$ cat src/inc/tkc_pkg.sv
// Package for the timekeeping counter chain
package tkc_pkg;
	localparam int unsigned TKC_OSC_DIV = 32;
	localparam int unsigned TKC_PRESCALE = 8;
	localparam int unsigned TKC_TIMER_W = 16;
	localparam int unsigned TKC_HALF_W = 16;
	localparam logic [4:0] TKC_OSC_DIV_LAST = 5'h1f;
	localparam logic [2:0] TKC_PRESCALE_LAST = 3'h7;
	localparam logic [15:0] TKC_TIMER_MAX = 16'hffff;
	localparam logic [15:0] TKC_HALF_MAX = 16'hffff;
	localparam logic [2:0] TKC_SYNC_RST = 3'h0;
	localparam logic TKC_PREV_RST = 1'h0;
	localparam logic [4:0] TKC_DIV_RST = 5'h0;
	localparam logic [2:0] TKC_PRE_RST = 3'h0;
	localparam logic TKC_EVENT_RST = 1'h0;

	typedef struct packed {
		logic [15:0] upper;
		logic [15:0] lower;
	} tkc_count_t;

	typedef struct packed {
		logic [15:0] timer;
		logic [15:0] reload;
		logic [15:0] upper;
		logic [15:0] lower;
	} tkc_load_t;

	typedef struct packed {
		logic timer;
		logic reload;
		logic upper;
		logic lower;
	} tkc_load_en_t;
endpackage

$ cat src/rtl/tkc_chain.sv
// Timekeeping counter chain: oscillator divider, prescaler, reload timer, long counter
`timescale 1ns/1ns
// Function
// Chain ticks at oscillator over 32, independent of system clock mode; here clk_en low gates off the oscillator edge and stops it.
// Three stages: fixed 8:1 prescaler, reload timer, long counter.
// Middle stage is a 16-bit timer reloaded from a written value.
// Final stage is a 32-bit counter read as upper and lower halves.
// Every stage counts upward only.
// Reload timer and long counter together form a 48-bit count.
// A periodic event pulse is derived from the chain.
// Counter contents and reload value survive every reset.
// Timer overflow reloads it and bumps the counter; lower carries into upper.
module tkc_chain
(
	input wire logic mclk,
	input wire logic sys_rst,
	input wire logic clk_en,
	input wire logic osc_tick,
	input wire tkc_pkg::tkc_load_t load_val,
	input wire tkc_pkg::tkc_load_en_t load_en,
	output tkc_pkg::tkc_count_t timekeeping_count,
	output logic [15:0] prescaled_reload_timer,
	output logic [15:0] reload_value,
	output logic [47:0] long_count,
	output logic timer_event,
	output logic long_event
);
	import tkc_pkg::*;

	logic [2:0] osc_sync;
	logic osc_level_ok;
	logic osc_prev;
	logic next_osc_prev;
	logic osc_edge;
	logic [4:0] osc_div;
	logic [4:0] next_osc_div;
	logic rtc_tick;
	logic [2:0] pre_div;
	logic [2:0] next_pre_div;
	logic pre_tick;
	logic timer_ovf;
	logic lower_ovf;
	logic [15:0] next_reload;
	logic [15:0] next_timer;
	logic [15:0] count_lower;
	logic [15:0] next_lower;
	logic [15:0] count_upper;
	logic [15:0] next_upper;
	logic [47:0] next_long;
	logic next_timer_event;
	logic next_long_event;

	// Single upward step shared by the timer and both count halves
	function automatic logic [15:0] tkc_inc16(input logic [15:0] value);
		tkc_inc16 = value + 16'h1;
	endfunction

	// Terminal test shared by the timer and the lower half
	function automatic logic tkc_at_max(input logic [15:0] value, input logic [15:0] limit);
		tkc_at_max = (value == limit);
	endfunction

	// Oscillator comes from its own domain; level trusted once stages 2 and 3 agree
	always_ff @(posedge mclk or posedge sys_rst)
	begin
		if (sys_rst)
			osc_sync <= TKC_SYNC_RST;
		else if (clk_en)
			osc_sync <= {osc_sync[1:0], osc_tick};
	end

	assign osc_level_ok = (osc_sync[2] == osc_sync[1]);

	// Low after reset like the idle pin, so no false edge follows reset
	always_comb
	begin
		next_osc_prev = osc_prev;
		if (clk_en && osc_level_ok)
			next_osc_prev = osc_sync[2];
	end

	always_ff @(posedge mclk or posedge sys_rst)
	begin
		if (sys_rst)
			osc_prev <= TKC_PREV_RST;
		else
			osc_prev <= next_osc_prev;
	end

	assign osc_edge = clk_en && osc_level_ok && osc_sync[2] && !osc_prev;

	// Dedicated divide by 32, fed only by the oscillator edge
	always_comb
	begin
		next_osc_div = osc_div;
		if (osc_edge)
			next_osc_div = osc_div + 5'h1;
	end

	always_ff @(posedge mclk or posedge sys_rst)
	begin
		if (sys_rst)
			osc_div <= TKC_DIV_RST;
		else
			osc_div <= next_osc_div;
	end

	assign rtc_tick = osc_edge && (osc_div == TKC_OSC_DIV_LAST);

	// Fixed 8:1 prescaler; phase loss on reset costs under one timer step
	always_comb
	begin
		next_pre_div = pre_div;
		if (rtc_tick)
			next_pre_div = pre_div + 3'h1;
	end

	always_ff @(posedge mclk or posedge sys_rst)
	begin
		if (sys_rst)
			pre_div <= TKC_PRE_RST;
		else
			pre_div <= next_pre_div;
	end

	assign pre_tick = rtc_tick && (pre_div == TKC_PRESCALE_LAST);
	assign timer_ovf = pre_tick && tkc_at_max(prescaled_reload_timer, TKC_TIMER_MAX);
	assign lower_ovf = timer_ovf && tkc_at_max(count_lower, TKC_HALF_MAX);

	// No reset term on these registers so time survives every reset
	always_comb
	begin
		next_reload = reload_value;
		if (clk_en && load_en.reload)
			next_reload = load_val.reload;
	end

	always_ff @(posedge mclk)
	begin
		reload_value <= next_reload;
	end

	// Software write wins over a tick or a reload in the same cycle
	always_comb
	begin
		next_timer = prescaled_reload_timer;
		if (clk_en && load_en.timer)
			next_timer = load_val.timer;
		else if (timer_ovf)
			next_timer = reload_value;
		else if (pre_tick)
			next_timer = tkc_inc16(prescaled_reload_timer);
	end

	always_ff @(posedge mclk)
	begin
		prescaled_reload_timer <= next_timer;
	end

	always_comb
	begin
		next_lower = count_lower;
		if (clk_en && load_en.lower)
			next_lower = load_val.lower;
		else if (timer_ovf)
			next_lower = tkc_inc16(count_lower);
	end

	always_ff @(posedge mclk)
	begin
		count_lower <= next_lower;
	end

	always_comb
	begin
		next_upper = count_upper;
		if (clk_en && load_en.upper)
			next_upper = load_val.upper;
		else if (lower_ovf)
			next_upper = tkc_inc16(count_upper);
	end

	always_ff @(posedge mclk)
	begin
		count_upper <= next_upper;
	end

	// Halves kept apart so each has one writer
	assign timekeeping_count = {count_upper, count_lower};

	// Combined 48-bit view, one cycle behind its sources
	always_comb
	begin
		next_long = long_count;
		if (clk_en)
			next_long = {count_upper, count_lower, prescaled_reload_timer};
	end

	always_ff @(posedge mclk)
	begin
		long_count <= next_long;
	end

	// Event pulses carry a reset so they are never unknown at start
	always_comb
	begin
		next_timer_event = timer_event;
		next_long_event = long_event;
		if (clk_en)
		begin
			next_timer_event = timer_ovf;
			next_long_event = lower_ovf;
		end
	end

	always_ff @(posedge mclk or posedge sys_rst)
	begin
		if (sys_rst)
		begin
			timer_event <= TKC_EVENT_RST;
			long_event <= TKC_EVENT_RST;
		end
		else
		begin
			timer_event <= next_timer_event;
			long_event <= next_long_event;
		end
	end
endmodule

$ cat config.mk
export PLATFORM = sky130hd
export DESIGN_NAME = tkc_chain
export DESIGN_NICKNAME = d
export VERILOG_FILES = /design/src/inc/tkc_pkg.sv /design/src/rtl/tkc_chain.sv
export SDC_FILE = /design/constraint.sdc
export NUM_CORES = 1
export LEC_CHECK = 0
export BUFFER_PORTS_ARGS = -buffer_cell sky130_fd_sc_hd__buf_2
export CORE_MARGIN = 1
export CORE_UTILIZATION = 50
export DETAILED_ROUTE_END_ITERATION = 16
export GPL_TIMING_DRIVEN = 0
export HOLD_SLACK_MARGIN = 0.03
export PLACE_DENSITY_LB_ADDON = 0.08
export SYNTH_ARGS = -nofsm -noshare
export SYNTH_HDL_FRONTEND = slang
export SYNTH_SLANG_ARGS = --single-unit
$ cat constraint.sdc
create_clock -name mclk -period 7.9 [get_ports mclk]
set_input_delay 0.79 -clock mclk [delete_from_list [all_inputs] [get_ports mclk]]
set_output_delay 0.79 -clock mclk [all_outputs]
set_load 0.005 [all_outputs]
Word-level counts from Yosys, hierarchy flattened

Index checks and enable logic that the tools add are counted.

$add $sub $neg: 5
Equality and inequality tests: 5
Mux-type cells: 7
Reductions and logical operators: 15

Operator list:

| operator                                                        | count |
|---|---|
| 16-bit two-way mux                                              | 7 |
| 16-bit by 1-bit adder with 16-bit output, second input constant | 3 |
| 16-bit equality test, second input constant                     | 2 |
| 1-bit logical AND                                               | 11 |
| 5-bit by 1-bit adder with 5-bit output, second input constant   | 1 |
| 5-bit equality test, second input constant                      | 1 |
| 2-bit nonzero test                                              | 2 |
| 3-bit by 1-bit adder with 3-bit output, second input constant   | 1 |
| 3-bit equality test, second input constant                      | 1 |
| 3-bit nonzero test                                              | 1 |
| 1-bit equality test                                             | 1 |
| 1-bit zero test                                                 | 1 |

Bits in registers: 126
Input bits: 72
Output and inout port bits: 114

Logic depth before layout (Yosys ltp)

Depth in word-level cells: 10
Depth in mapped cells: 9
Mapped depth without buffers: 7

Worst setup path after synthesis

Ideal clock, no wire load.

Path kind: reg2reg
Start point: register prescaled_reload_timer[0]
End point: register count_upper[0] (enable)
Setup time: 414 ps
Arrival time: 2738 ps
Path slack: 4748 ps
Cell stages (with the launch flop): 6
Clock period less this slack: 3152 ps
Cell sequence: edfxtp_1 ha_1 nand2_1 nor3_4 nand3_1 o31ai_1

Word-level cells in the longest chain between the ends: 4

RTL lines:

| item                         | RTL line         | text |
|---|---|---|
| from (decl)                  | tkc_chain.sv:22  | `output logic [15:0] prescaled_reload_timer,` |
| from (signal assigned)       | tkc_chain.sv:157 | `prescaled_reload_timer <= next_timer;` |
| 16-bit equality test         | tkc_chain.sv:60  | `tkc_at_max = (value == limit);` |
| 1-bit logical AND            | tkc_chain.sv:127 | `assign timer_ovf = pre_tick && tkc_at_max(prescaled_reload_timer, TKC_TIMER_MAX);` |
| 1-bit logical AND            | tkc_chain.sv:128 | `assign lower_ovf = timer_ovf && tkc_at_max(count_lower, TKC_HALF_MAX);` |
| 2-bit nonzero test (no line) | n/a              |  |
| to (signal assigned)         | tkc_chain.sv:185 | `count_upper <= next_upper;` |
| to (decl)                    | tkc_chain.sv:47  | `logic [15:0] count_upper;` |

Every way passes these cells.
A chain may end at the register's enable or synchronous reset.

Final worst setup path

Start point: input port clk_en
End point: register count_upper[2] (enable)

Word-level cells in the longest chain between the ends: 8
Elaborated cells on any way between the ends: 9
Classes of those cells: reduce/logical (9)

RTL lines:

| item                           | RTL line         | text |
|---|---|---|
| from (decl)                    | tkc_chain.sv:17  | `input wire logic clk_en,` |
| 1-bit logical AND (3 in a row) | tkc_chain.sv:90  | `assign osc_edge = clk_en && osc_level_ok && osc_sync[2] && !osc_prev;` |
| 1-bit logical AND              | tkc_chain.sv:108 | `assign rtc_tick = osc_edge && (osc_div == TKC_OSC_DIV_LAST);` |
| 1-bit logical AND              | tkc_chain.sv:126 | `assign pre_tick = rtc_tick && (pre_div == TKC_PRESCALE_LAST);` |
| 1-bit logical AND              | tkc_chain.sv:127 |  |
| 1-bit logical AND              | tkc_chain.sv:128 |  |
| 2-bit nonzero test (no line) * | n/a              |  |

Every way passes the cells marked *; elsewhere a longest branch is shown, timed or not.

==> results.md <==
- Outcome: finished, final reports clean
- RR Endpoint: count_upper[2]
- Vias in the first global route: around 4200
- IO Pins: 186
- CTS clk-pin slew, worst paths: roughly 60 ps
- Drt wl/cell: between 15 and 20 microns
- Post-Route Skew: around 7 ps
- Top Usage Layer GRT: met2
- Post-synth top area share: 0.599
- Site Rows: 38
- Pwr Density: 233 nW/um^2
- RSZ-0062 raised after global routing: no
- FMAX: ~290 MHz
- Synth top area cells: edfxtp_1, dfrtp_1, xnor2_1
- CP max FO: 53
- Syn nets: 518
- Pre-CTS setup slack: slightly below 4000 ps
- Die span in y: approximately 110 microns
- First-pass detailed-route iteration total: 4
- Share of layout cells above drive strength 1: 0.355
- Rel. slew slack: 0.181
- Register Area: 3710 sq um
- Final nets: between 700 and 800
- CTS Sinks: approximately 130
- Clk_lat worst skew: 510 ps
- Max Slew Vio Count: 0
- Startpoint Class: primary input
- Worst EP arrival: 3620 ps
- Tmin final: 3490 ps
- Crit path required time: 8030 ps
- Die area: 11700 sq um
- CTS H-tree lvls: 4
- Total core area: approximately 11000 sq um
- Area of the multi-input gates: 1800 sq um
- First-pass GRT wire length: between 20 and 25 mm
- # DRC: 0
- Post-DP HPWL: 9.61 mm
- # setup viols final: 0
- CTS tree: built
- Fill cells: a little under 900
- Lkg Pwr: 0.00288 uW
- Largest net degree at the start of global routing: 54
- CTS buffer count: 17
- Synthesis Warnings: 0
- Hold WC Path Type: primary input to asynchronous set/reset pin
- Area growth syn-to-layout: 30.0%
- Crit. End Element: flip-flop
- M1 GR Usage: 0.294
- Crit share post-route: 0.441
- Netlist Area Pre-Place: roughly 5600 sq um
- Initial antenna violation count: 3
- Setup TNS: 0 ps
- Via Count: 4371
- Slew @ Worst Pin: approximately 1200 ps
- Max Cap Viol: 0
- RD Place Congestion: 0.921
- Synth cell types: 36
- Via-to-Cell Ratio: 5.47
- Met3 Track Usage GR: 0.0699
- Port bufs: 185
- Synth area leader: edfxtp_1
- R2r setup slk: 4800 ps
- GRT Residual Overflow: 0
- Peak supply drop: around 0.12 mV
- Sequential-to-total area share from yosys stat: 0.661
- Post-CTS Setup Bufs: 0
- Die width: 108 microns
- Met2 Use GR: 0.384
- Most frequent cell after synthesis: edfxtp_1
- ANT nets after route: 0
- Synth cell count leaders: edfxtp_1, nor2_1, xnor2_1, a21oi_1, nand2_1
- Ys flop type: edfxtp_1
- Avg Cell Area, Syn: 12.8 sq um
- Mapped Cells: about 440
- Post-synth EDFFs: 112
- PostCTS Resize Cnt: 0
- PnR worst setup slack: about 4400 ps
- Final hold vios: 0
- Number of synthesized register bits: 126
- Initial core utilization: 0.516
- Root buf cell: clkbuf_8
- Setup Crit Path Kind: primary input to flip-flop
- Reg2reg start: prescaled_reload_timer[0]
- Iteration-0 DRC Markers: 198
- CTS Hold Bufs: 0
- Reg2Reg Depth: 5
- Synth async-reset ratio: 0.111
- GRT Util Overall: 0.238
- Max clock buf depth: 2
- Routed wire length: 13.5 mm
## worst max-delay path by stage
stage,start,to,slack [ps],cells after the start
finish,clk_en,count_upper[2],4410,5
global route,clk_en,count_upper[5],4190,5
CTS,clk_en,count_upper[5],4400,5
detailed placement,clk_en,count_upper[14],3890,5
global placement,clk_en,count_upper[3],2830,5
floorplan,prescaled_reload_timer[0],count_upper[0],4750,5
## power by group
| group | internal, uW | switching, uW |
|---|---|---|
| Sequential | 780 | 39.0 |
| Combinational | 68.4 | 74.8 |
| Clock | 463 | 276 |
## worst max-delay path: stages
cell and delay [ps]:
buf_2 900, nand4b_4 300, nor2_1 300, nand3_1 390
o31ai_4 910
## kinds of logic (layout without fill, tap and decap cells)
| logic type | count (synthesis) | after routing | share of synthesized area |
|---|---|---|---|
| adder cells (fa/ha/maj) | 7 | 7 | 0.0156 |
| flip-flops | 126 | 126 | 0.661 |
| AND/OR/NAND/NOR | 167 | 167 | 0.152 |
| XOR/XNOR | 44 | 44 | 0.0686 |
| AO/OA/AOI/OAI | 59 | 59 | 0.0670 |
| multiplexers | 7 | 7 | 0.0140 |
| other | 0 | 3 | 0 |
| buffers and inverters | 29 | 246 | 0.0214 |
## per-layer routing
metal  share of wire  vias up
met5               0        -
met4           0.026        0
met3           0.073       27
met2            0.48      184
met1            0.42     2093
li1                -     2067
## sequential cells by signal, indices dropped and copies added (netlist names), 3 cells and up
name	count
count_lower	16
count_upper	16
long_count	48
osc_div	5
osc_sync	3
pre_div	3
prescaled_reload_timer	16
reload_value	16
## cell usage in the layout, fill, tap and decap left out, drive strengths merged, types with 3 or more instances in the layout
master,count
mux2,7
a21oi,33
nand2b,4
inv,11
nand2,26
buf,189
clkbuf,35
edfxtp,112
dfrtp,14
or4,3
nor4,23
nor3,13
xor2,9
nand3,23
ha,7
clkinv,7
a31oi,6
xnor2,35
nand4,13
diode,3
nor2,53
a211oi,11
o41ai,3
## per-stage QoR
| stage | total power (uW) | hold WS (ps) | utilization | instance area (sq um) | cells |
|---|---|---|---|---|---|
| 2_1_floorplan | 898 | 438 | - | 5620 | 439 |
| 3_3_place_gp | 969 | 455 | 0.617 | 6720 | 764 |
| 3_5_place_dp | 974 | 459 | 0.618 | 6730 | 764 |
| 4_1_cts | 1710 | 315 | 0.670 | 7300 | 796 |
| 5_1_grt | 1760 | 357 | 0.671 | 7300 | 798 |
| 6_report | 1700 | 308 | 0.671 | 7310 | 799 |
## final cells by class
| class | count | share of cell area |
|---|---|---|
| clock inverter | 11 | 0.0159 |
| timing repair buffer | 185 | 0.127 |
| clock buffer | 21 | 0.0615 |
| antenna | 3 | 0.00103 |
| tap | 140 | 0.0240 |
| buffer | 18 | 0.0108 |
| inverter | 11 | 0.00565 |
| multi-input combinational | 284 | 0.246 |
| sequential | 126 | 0.508 |
(Power assumes the default switching activity.)
